[src/shared/ast_regs.svh]
// Purpose: Register offsets, field positions and reset values of the
//          converter sample and trigger control block.
// Assumes: 32-bit APB data, one aligned word per register.
// Notes:   Offsets, control and configuration fields and reset values live here as macros; status fields do not.
//
// Overview of operation
// - Trigger code bits 7-5, group bit 4.
// - Group 0, code 000: software clear converts.
// - Group 0, code 001: interrupt pin edge converts.
// - Group 0: 010 timer three, 100 timer five.
// - Group 0, code 011: PWM special event converts.
// - Group 0, code 110: charge-time unit converts.
// - Group 0, code 111 auto-convert; 101 reserved.
// - Group 1, codes 000-010: PWM generators 1-3.
// - Group 1, codes 011-110: generator outputs 12-15.
// - Simultaneous: four channels, channels zero, one, or channel zero alone.
// - Not simultaneous: channels sampled one at a time.
// - Twelve-bit mode: simultaneous bit reads as zero.
// - Auto-start sets sample bit after conversion completes.
// - Without auto-start, software sets the sample bit.
// - Non-manual trigger clears sample bit, starts conversion.
`ifndef AST_REGS_SVH
`define AST_REGS_SVH

// Register byte offsets.
`define AST_CTRL_OFFSET 12'h000
`define AST_CFG_OFFSET 12'h004
`define AST_STAT_OFFSET 12'h008

// Control word fields.
`define AST_CTRL_DONE_BIT 0
`define AST_CTRL_SAMPLE_BIT 1
`define AST_CTRL_AUTO_BIT 2
`define AST_CTRL_SIM_BIT 3
`define AST_CTRL_GROUP_BIT 4
`define AST_CTRL_CODE_LSB 5
`define AST_CTRL_CODE_MSB 7

// Configuration word fields.
`define AST_CFG_CHAN_LSB 0
`define AST_CFG_CHAN_MSB 1
`define AST_CFG_TWELVE_BIT 2
`define AST_CFG_STIME_LSB 8
`define AST_CFG_STIME_MSB 12

// Trigger codes with a meaning of their own.
`define AST_CODE_MANUAL 3'h0
`define AST_CODE_AUTO 3'h7

// Reset values.
`define AST_CTRL_RESET 32'h0000_0000
`define AST_STIME_RESET 5'h01

`endif

[src/shared/ast_pkg.sv]
// Purpose: Types of the converter sample and trigger control block.
// Assumes: Included constants from ast_regs.svh.
// Notes:   State of the top and pin synchroniser modules is one packed struct each.
package ast_pkg;

    // Phases of the sample and hold sequence.
    typedef enum logic [1:0] {
        AST_HOLD,
        AST_SAMPLE,
        AST_CONVERT
    } ast_state_type;

    // All state of the pin synchroniser.
    typedef struct packed {
        logic [2:0] chain;
        logic level;
        logic rise;
    } ast_sync_type;

    // All state of the top module.
    typedef struct packed {
        ast_state_type state;
        logic [2:0] trig_code;
        logic trig_group;
        logic sim_sel;
        logic auto_start;
        logic done;
        logic [1:0] chan_count;
        logic twelve_bit;
        logic [4:0] sample_control_bit_time;
        logic [4:0] sample_control_bit_cnt;
        logic [1:0] chan_idx;
        logic [1:0] conv_chan;
        logic pready;
        logic pslverr;
        logic [31:0] prdata;
        logic conv_start;
        logic [3:0] sample_en;
    } ast_main_type;

endpackage

[src/rtl/ast_top.sv]
// Purpose: Sample and convert sequencing of the converter, with its
//          control registers on APB.
// Assumes: Converter core and trigger sources run on clock; only the
//          interrupt pin is asynchronous.
// Notes:   APB answers one cycle after the access phase opens.
//
// Design decisions made here: the APB interface to the registers and the address map.
`timescale 1ns/10ps
`default_nettype none
`include "ast_regs.svh"
module ast_top
    import ast_pkg::*;
(
    // Clock and reset.
    input wire logic clock,
    input wire logic reset_n,
    // APB slave.
    input wire logic [11:0] paddr,
    input wire logic psel,
    input wire logic penable,
    input wire logic pwrite,
    input wire logic [31:0] pwdata,
    output logic [31:0] prdata,
    output logic pready,
    output logic pslverr,
    // Trigger sources.
    input wire logic external_interrupt_zero_pin,
    input wire logic timer_three_event,
    input wire logic timer_five_event,
    input wire logic pwm_special_event,
    input wire logic charge_time_event,
    input wire logic [2:0] pwm_gen_trigger,
    input wire logic [3:0] trigger_generator_output,
    // Converter core.
    input wire logic conv_done,
    output logic conv_start,
    output logic [1:0] conv_channel,
    output logic [3:0] sample_enable
);

    ast_main_type r; // Registered state.
    ast_main_type n; // Next state.
    logic ext_pin_edge; // Synchronised pin transition.
    logic trig_hit; // Selected event present.
    logic trig_reserved; // Reserved code selected.
    logic auto_hit; // Sample time elapsed.
    logic manual; // Manual trigger mode.
    logic auto_mode; // Internal counter mode.
    logic sim_on; // Simultaneous sampling in force.
    logic [1:0] last_chan; // Highest channel in use.
    logic [4:0] stime_eff; // Sample time, at least one.
    logic wr_ok; // Write takes effect now.
    logic [1:0] wr_sel; // Decoded write register.
    logic [31:0] rd_data; // Read word.

    // Maps an address to a register, three meaning unmapped.
    function automatic logic [1:0] reg_index(input logic [11:0] addr);
        case (addr)
            `AST_CTRL_OFFSET: reg_index = 2'h0;
            `AST_CFG_OFFSET: reg_index = 2'h1;
            `AST_STAT_OFFSET: reg_index = 2'h2;
            default: reg_index = 2'h3;
        endcase
    endfunction

    // Last channel index for a channel count code.
    function automatic logic [1:0] last_of(input logic [1:0] cnt_code);
        if (cnt_code[1]) begin
            last_of = 2'h3;
        end else begin
            last_of = {1'b0, cnt_code[0]};
        end
    endfunction

    // Sample enables for a phase: a group or a single channel.
    function automatic logic [3:0] chan_mask(input logic sim,
                                             input logic [1:0] last,
                                             input logic [1:0] idx);
        chan_mask = 4'h0;
        for (int i = 0; i < 4; i++) begin
            if (sim) begin
                chan_mask[i] = (2'(i) <= last);
            end else begin
                chan_mask[i] = (2'(i) == idx);
            end
        end
    endfunction

    // Filters the interrupt pin into one pulse per rising transition.
    ast_pin_sync ast_pin_sync_inst (
        .clock(clock),
        .reset_n(reset_n),
        .pin_in(external_interrupt_zero_pin),
        .rise_pulse(ext_pin_edge)
    );

    // Selects the event that ends sampling.
    ast_trig_mux ast_trig_mux_inst (
        .trig_group(r.trig_group),
        .trig_code(r.trig_code),
        .ext_pin_edge(ext_pin_edge),
        .timer_three_event(timer_three_event),
        .timer_five_event(timer_five_event),
        .pwm_special_event(pwm_special_event),
        .charge_time_event(charge_time_event),
        .auto_hit(auto_hit),
        .pwm_gen_trigger(pwm_gen_trigger),
        .trigger_generator_output(trigger_generator_output),
        .trig_hit(trig_hit),
        .trig_reserved(trig_reserved)
    );

    // Mode decode shared by the sequencer and the read mux.
    always_comb begin
        manual = !r.trig_group && r.trig_code == `AST_CODE_MANUAL;
        auto_mode = !r.trig_group && r.trig_code == `AST_CODE_AUTO;
        sim_on = r.sim_sel && !r.twelve_bit;
        last_chan = last_of(r.chan_count);
        stime_eff = (r.sample_control_bit_time == 5'h00) ? 5'h01 : r.sample_control_bit_time;
        auto_hit = r.state == AST_SAMPLE &&
                   r.sample_control_bit_cnt >= stime_eff - 5'h01;
        wr_ok = psel && penable && r.pready && pwrite && !r.pslverr;
        wr_sel = reg_index(paddr);
    end

    // Read word of the addressed register.
    always_comb begin
        rd_data = 32'h0000_0000;
        case (reg_index(paddr))
            2'h0: begin
                rd_data[`AST_CTRL_CODE_MSB:`AST_CTRL_CODE_LSB] =
                    r.trig_code;
                rd_data[`AST_CTRL_GROUP_BIT] = r.trig_group;
                rd_data[`AST_CTRL_SIM_BIT] = sim_on;
                rd_data[`AST_CTRL_AUTO_BIT] = r.auto_start;
                rd_data[`AST_CTRL_SAMPLE_BIT] = (r.state == AST_SAMPLE);
                rd_data[`AST_CTRL_DONE_BIT] = r.done;
            end
            2'h1: begin
                rd_data[`AST_CFG_CHAN_MSB:`AST_CFG_CHAN_LSB] =
                    r.chan_count;
                rd_data[`AST_CFG_TWELVE_BIT] = r.twelve_bit;
                rd_data[`AST_CFG_STIME_MSB:`AST_CFG_STIME_LSB] =
                    r.sample_control_bit_time;
            end
            2'h2: begin
                rd_data[1:0] = r.state;
                rd_data[3:2] = r.chan_idx;
                rd_data[5:4] = r.conv_chan;
                rd_data[6] = trig_reserved;
            end
            default: begin
                rd_data = 32'h0000_0000;
            end
        endcase
    end

    // Bus handshake, register writes and the sample sequence.
    always_comb begin
        n = r;
        n.conv_start = 1'b0;
        // Access phase: answer next cycle, then release.
        if (psel && penable && !r.pready) begin
            n.pready = 1'b1;
            n.pslverr = (reg_index(paddr) == 2'h3);
            n.prdata = rd_data;
        end else begin
            n.pready = 1'b0;
            n.pslverr = 1'b0;
        end
        // Configuration fields take effect on the completing edge.
        if (wr_ok && wr_sel == 2'h0) begin
            n.trig_code = pwdata[`AST_CTRL_CODE_MSB:`AST_CTRL_CODE_LSB];
            n.trig_group = pwdata[`AST_CTRL_GROUP_BIT];
            n.sim_sel = pwdata[`AST_CTRL_SIM_BIT] && !r.twelve_bit;
            n.auto_start = pwdata[`AST_CTRL_AUTO_BIT];
            // Software may only clear the completion flag.
            if (!pwdata[`AST_CTRL_DONE_BIT]) begin
                n.done = 1'b0;
            end
        end
        if (wr_ok && wr_sel == 2'h1) begin
            n.chan_count = pwdata[`AST_CFG_CHAN_MSB:`AST_CFG_CHAN_LSB];
            n.twelve_bit = pwdata[`AST_CFG_TWELVE_BIT];
            n.sample_control_bit_time = pwdata[`AST_CFG_STIME_MSB:`AST_CFG_STIME_LSB];
            n.chan_idx = 2'h0;
            // Entering twelve-bit mode drops simultaneous sampling.
            if (pwdata[`AST_CFG_TWELVE_BIT]) begin
                n.sim_sel = 1'b0;
            end
        end
        // Sequencer.
        case (r.state)
            AST_HOLD: begin
                // Auto-start or a software set opens sampling.
                if (r.auto_start || (wr_ok && wr_sel == 2'h0 &&
                    pwdata[`AST_CTRL_SAMPLE_BIT])) begin
                    n.state = AST_SAMPLE;
                    n.sample_control_bit_cnt = 5'h00;
                end
            end
            AST_SAMPLE: begin
                if (r.sample_control_bit_cnt != 5'h1F) begin
                    n.sample_control_bit_cnt = r.sample_control_bit_cnt + 5'h01;
                end
                // Manual: the software clear is the trigger.
                if (manual && wr_ok && wr_sel == 2'h0 &&
                    !pwdata[`AST_CTRL_SAMPLE_BIT]) begin
                    n.state = AST_CONVERT;
                end else if (!manual && trig_hit) begin
                    n.state = AST_CONVERT;
                end else if (wr_ok && wr_sel == 2'h0 &&
                             !pwdata[`AST_CTRL_SAMPLE_BIT]) begin
                    // A software clear outside manual aborts sampling.
                    n.state = AST_HOLD;
                end
                if (n.state == AST_CONVERT) begin
                    n.conv_start = 1'b1;
                    n.done = 1'b0;
                    n.conv_chan = sim_on ? 2'h0 : r.chan_idx;
                end
            end
            AST_CONVERT: begin
                if (conv_done) begin
                    if (sim_on && r.conv_chan != last_chan) begin
                        // Held channels convert one after another.
                        n.conv_chan = r.conv_chan + 2'h1;
                        n.conv_start = 1'b1;
                    end else begin
                        // Sequence step finished.
                        if (sim_on || r.chan_idx >= last_chan) begin
                            n.done = 1'b1;
                            n.chan_idx = 2'h0;
                        end else begin
                            n.chan_idx = r.chan_idx + 2'h1;
                        end
                        n.state = r.auto_start ? AST_SAMPLE : AST_HOLD;
                        n.sample_control_bit_cnt = 5'h00;
                    end
                end
            end
            default: begin
                n.state = AST_HOLD;
            end
        endcase
        // Mask from the next fields, so it matches them once registered.
        n.sample_en = (n.state == AST_SAMPLE) ?
            chan_mask(n.sim_sel && !n.twelve_bit, last_of(n.chan_count),
                      n.chan_idx) : 4'h0;
    end

    // Registers the whole state; reset loads constants only.
    always_ff @(posedge clock) begin
        if (!reset_n) begin
            r <= '0;
            r.sample_control_bit_time <= `AST_STIME_RESET;
        end else begin
            r <= n;
        end
    end

    // Outputs come straight from flip-flops.
    assign prdata = r.prdata;
    assign pready = r.pready;
    assign pslverr = r.pslverr;
    assign conv_start = r.conv_start;
    assign conv_channel = r.conv_chan;
    assign sample_enable = r.sample_en;

    logic ctrl_wr; // Control word write completes now.
    assign ctrl_wr = wr_ok && wr_sel == 2'h0;
endmodule
`default_nettype wire

[src/rtl/ast_pin_sync.sv]
// Purpose: Brings the external interrupt pin into the clock domain and
//          flags each rising transition once.
// Assumes: The pin is asynchronous to clock.
// Notes:   A change counts once the second and third stages agree.
`timescale 1ns/10ps
`default_nettype none
module ast_pin_sync
    import ast_pkg::*;
(
    // Clock and reset.
    input wire logic clock,
    input wire logic reset_n,
    // Raw pin and its edge flag.
    input wire logic pin_in,
    output logic rise_pulse
);

    ast_sync_type sync_reg; // Registered state.
    ast_sync_type sync_next; // Next state.

    // Shifts the chain and updates the filtered level.
    always_comb begin
        sync_next = sync_reg;
        sync_next.chain = {sync_reg.chain[1:0], pin_in};
        sync_next.rise = 1'b0;
        // Stages two and three agree on a new level.
        if (sync_reg.chain[1] == sync_reg.chain[2] &&
            sync_reg.chain[2] != sync_reg.level) begin
            sync_next.level = sync_reg.chain[2];
            sync_next.rise = sync_reg.chain[2];
        end
    end

    // Registers the state; reset loads constants only.
    always_ff @(posedge clock) begin
        if (!reset_n) begin
            sync_reg <= '0;
        end else begin
            sync_reg <= sync_next;
        end
    end

    assign rise_pulse = sync_reg.rise;

endmodule
`default_nettype wire

[src/rtl/ast_trig_mux.sv]
// Purpose: Picks the event that ends sampling from the group and code.
// Assumes: All events are one-cycle pulses on clock.
// Notes:   Reserved codes select nothing and are flagged.
`timescale 1ns/10ps
`default_nettype none
module ast_trig_mux
    import ast_pkg::*;
(
    // Selection.
    input wire logic trig_group,
    input wire logic [2:0] trig_code,
    // Group zero events.
    input wire logic ext_pin_edge,
    input wire logic timer_three_event,
    input wire logic timer_five_event,
    input wire logic pwm_special_event,
    input wire logic charge_time_event,
    input wire logic auto_hit,
    // Group one events.
    input wire logic [2:0] pwm_gen_trigger,
    input wire logic [3:0] trigger_generator_output,
    // Result.
    output logic trig_hit,
    output logic trig_reserved
);

    // Decodes one code of either group to its event.
    function automatic logic pick_zero(input logic [2:0] code,
                                       input logic [7:0] ev);
        pick_zero = ev[code];
    endfunction

    logic [7:0] group_zero; // Events by group zero code.
    logic [7:0] group_one; // Events by group one code.

    // Lays the events out by code and selects one.
    always_comb begin
        group_zero = {auto_hit, charge_time_event, 1'b0, timer_five_event,
                      pwm_special_event, timer_three_event, ext_pin_edge,
                      1'b0};
        group_one = {1'b0, trigger_generator_output,
                     pwm_gen_trigger};
        // The pick ignores any event on a reserved code.
        if (trig_group) begin
            trig_hit = pick_zero(trig_code, group_one);
            trig_reserved = (trig_code == 3'h7);
        end else begin
            trig_hit = pick_zero(trig_code, group_zero);
            trig_reserved = (trig_code == 3'h5);
        end
    end

endmodule
`default_nettype wire

[config.mk]
export PLATFORM = sky130hd
export DESIGN_NAME = ast_top
export DESIGN_NICKNAME = d
export VERILOG_FILES = /design/src/shared/ast_pkg.sv /design/src/rtl/ast_top.sv /design/src/rtl/ast_pin_sync.sv /design/src/rtl/ast_trig_mux.sv
export VERILOG_INCLUDE_DIRS = /design/src /design/src/shared
export SDC_FILE = /design/constraint.sdc
export NUM_CORES = 1
export LEC_CHECK = 0
export ABC_AREA = 1
export BUFFER_PORTS_ARGS = -buffer_cell sky130_fd_sc_hd__buf_2
export CAP_MARGIN = 20
export CORE_ASPECT_RATIO = 0.9
export CORE_MARGIN = 2
export CORE_UTILIZATION = 50
export CTS_CLUSTER_DIAMETER = 150
export DETAILED_ROUTE_END_ITERATION = 6
export HOLD_SLACK_MARGIN = 0.1
export PLACE_DENSITY = 0.79
export SLEW_MARGIN = 20
export SYNTH_ARGS = -nofsm -noshare
export SYNTH_HDL_FRONTEND = slang
export SYNTH_SLANG_ARGS = --single-unit
[constraint.sdc]
create_clock -name clock -period 2.5 [get_ports clock]
set_input_delay 0.375 -clock clock [delete_from_list [all_inputs] [get_ports clock]]
set_output_delay 0.375 -clock clock [all_outputs]
set_load 0.03 [all_outputs]
==> flow_metrics.py <==
metrics = {
    "power_and_ir_drop": {
        "ir_worst_vdd_mv": 0.229,
        "total_power_mw": 1.42,
        "power_leakage_nw": 1.65,
        "power_density_mw_per_mm2": 394,
    },
    "cells_and_area": {
        "final_area_sq_mm": 0.00359,
        "drive_gt1_share_pct": 27.3,
        "regArea_sq_mm": 0.00102,
        "synthToLayoutAreaGrowth_pct": 12.9,
        "fin_cells": 586,
        "multiInputGateArea_sq_mm": 0.00177,
        "largest_register": "r",
        "final_nets": 576,
        "n_antenna_cell": 0,
        "fillers": 584,
        "largest_reg_flops": 24,
        "final_core_util_pct": 58.5,
    },
    "status": {
        "violations": "negative setup slack",
        "outcome": "finished, violations left",
    },
    "placed_design": {
        "dp_hpwl_um": 5630,
        "placed_area_sq_mm": 0.00342,
        "routabilityCongestion": 0.891,
        "placedCellCount": 579,
        "pre_cts_ws_ns": -0.181,
        "portBuffers": 64,
    },
    "logic_synthesis": {
        "ys_warn_count": 0,
        "synth_cell_types": 45,
        "synth_area_leaders": "dfxtp_1, nand2_1, buf_4, inv_1, ha_1",
        "ys_async_sr_fraction_pct": 0,
        "ys_ff_latch": 51,
        "synth_common_cells": "nand2_1, dfxtp_1, inv_1",
        "yosys_most_used_dff": "dfxtp_1",
        "synth_top_area_share_pct": 32.1,
        "synth_enable_flop_cells": 0,
        "seq_area_frac_synth_pct": 32.1,
        "synth_most_common_cell": "nand2_1",
        "syn_inst": 447,
        "syn_area_per_cell_sq_um": 7.12,
        "synth.cell_area_sq_mm": 0.00318,
        "yosysTopAreaCell": "dfxtp_1",
    },
    "setup_path": {
        "crit_required_ns": 2.74,
        "end_kind": "flip-flop",
        "crit_start": "r[51]",
        "worstSetupStartpointType": "flip-flop",
        "r2r_end": "sample_enable[3]",
        "cp.arrival_ns": 2.75,
        "r2r_slack_ns": -0.004,
        "r2r-start": "r[51]",
        "worstSetupPathType": "flip-flop to flip-flop",
        "crit_end": "sample_enable[3]",
        "r2r_cells": 21,
        "worstPathMaxFanout": 4,
    },
    "hold_path": {
        "worstHoldStart": "external_interrupt_zero_pin",
        "min_path_type": "input pin to flip-flop",
        "holdPathStages": 3,
    },
    "timing": {
        "fin_setup_tns_ns": -0.00427,
        "fin_ws_ns": -0.00427,
        "worst_pin_slew_ns": 0.553,
        "slew_violations": 0,
        "max_slew_margin_pct": 63.1,
        "setup_viol": 1,
        "hold_viol": 0,
        "finalClockSkew_ns": 0.00536,
        "max_freq_mhz": 399,
        "finalCriticalPeriod_ns": 2.50,
        "hold_ws_ns": 0.284,
        "rsz0062_at_grt": "yes",
        "fin_crit_sh_pct": 100,
    },
    "detailed_routing": {
        "dr_total_vias": 2913,
        "first_pass_iters": 4,
        "vias_per_cell": 4.97,
        "drtIter0Drc": 160,
        "drtAntennaViolNets": 0,
        "wl_per_cell_um": 12.6,
        "drt-total-wl_um": 7360,
        "drc": 0,
    },
    "clock_tree": {
        "cts_root_buf": "clkbuf_8",
        "cts_buffer_depth": 2,
        "clk_pin_slew_ns": 0.09,
        "insertion_delay_ns": 0.30,
        "cts_tree": "built",
        "numCtsBuffers": 5,
        "cts_max_level": 2,
        "postCtsHoldBufs": 0,
        "cts_sinks": 51,
    },
    "global_route": {
        "grt_pass1_wl_um": 11800,
        "first_global_vias": 2685,
        "antenna_found_initial": 0,
        "grt_use_total_pct": 21.4,
        "grt.overflow.total": 0,
        "grt_max_degree": 27,
    },
    "floorplanning": {
        "core-area_sq_mm": 0.00615,
        "fp.dieH_um": 79.7,
        "num_rows": 27,
        "fp.dieArea_sq_mm": 0.00702,
        "die_w_um": 88.1,
        "ioPinCount": 103,
        "initial_core_util_pct": 51.8,
    },
    "job": {
        "maxCapViolations": 0,
    },
}
## power breakdown
group          internal [mW]  total [mW]  switching, mW
clock network          0.187       0.443          0.256
logic                 0.0429       0.150          0.107
registers              0.821       0.824        0.00379
## worst min path at each step
| stage | end |
|---|---|
| finish | ast_pin_sync_inst.sync_next[3] |
| global route | ast_pin_sync_inst.sync_next[3] |
| CTS | ast_pin_sync_inst.sync_next[3] |
| detailed placement | ast_pin_sync_inst.rise_pulse |
| global placement | ast_pin_sync_inst.sync_next[4] |
| floorplan | ast_pin_sync_inst.sync_next[4] |
## routing by layer
layer	GRT usage (%)	wire, um
met5	0	0
met4	7.73	176
met3	4.03	580
met2	34.3	3270
met1	28.7	3330
## kinds of logic after synthesis
family	after synthesis	share of synthesized area, %
AO/OA/AOI/OAI	82	15.4
AND/OR/NAND/NOR	187	27.7
adder cells (fa/ha/maj)	14	5.50
buffers and inverters	105	17.2
flip-flops	51	32.1
other	1	0.118
XOR/XNOR	7	1.93
## cell usage in the layout (no fill, tap or decap), drive strengths merged, types with 6 or more instances in the layout
master / Yosys / routed
inv: 57 / 57
conb: 1 / 19
nand3: 19 / 19
nor2: 51 / 51
dfxtp: 51 / 51
a21oi: 34 / 34
o21ai: 32 / 32
nand2: 103 / 103
clkbuf: 6 / 6
ha: 14 / 14
buf: 40 / 74
## final cells by class
class	count	share of cell area (%)
sequential	51	28.5
multi-input combinational	309	49.1
inverter	59	6.23
tap	87	3.03
timing repair buffer	74	11.1
clock buffer	6	2.02
## critical path, stage by stage, from the launching register on
cell	delay [ns]
dfxtp_2	0.34
nor2_4	0.11
a31o_2	0.16
inv_2	0.05
ha_4	0.16
xnor2_2	0.12
ha_1	0.29
nand2_1	0.08
inv_1	0.04
nand2_1	0.06
nand2_1	0.05
nand2_1	0.07
nand2_2	0.06
nand2_1	0.07
nand2_1	0.06
nand2_2	0.09
nand2_4	0.07
nor2_4	0.09
nand2_2	0.07
a21oi_4	0.20
nand2_4	0.10
nor2_1	0.09
## what timing repair did
item                       in CTS  in global routing
setup endpoints to repair       7                  9
setup buffers                   1                  0
resized for setup              12                 14
pin swaps                       7                  3
No activity file was read; power rests on OpenSTA's default activity.
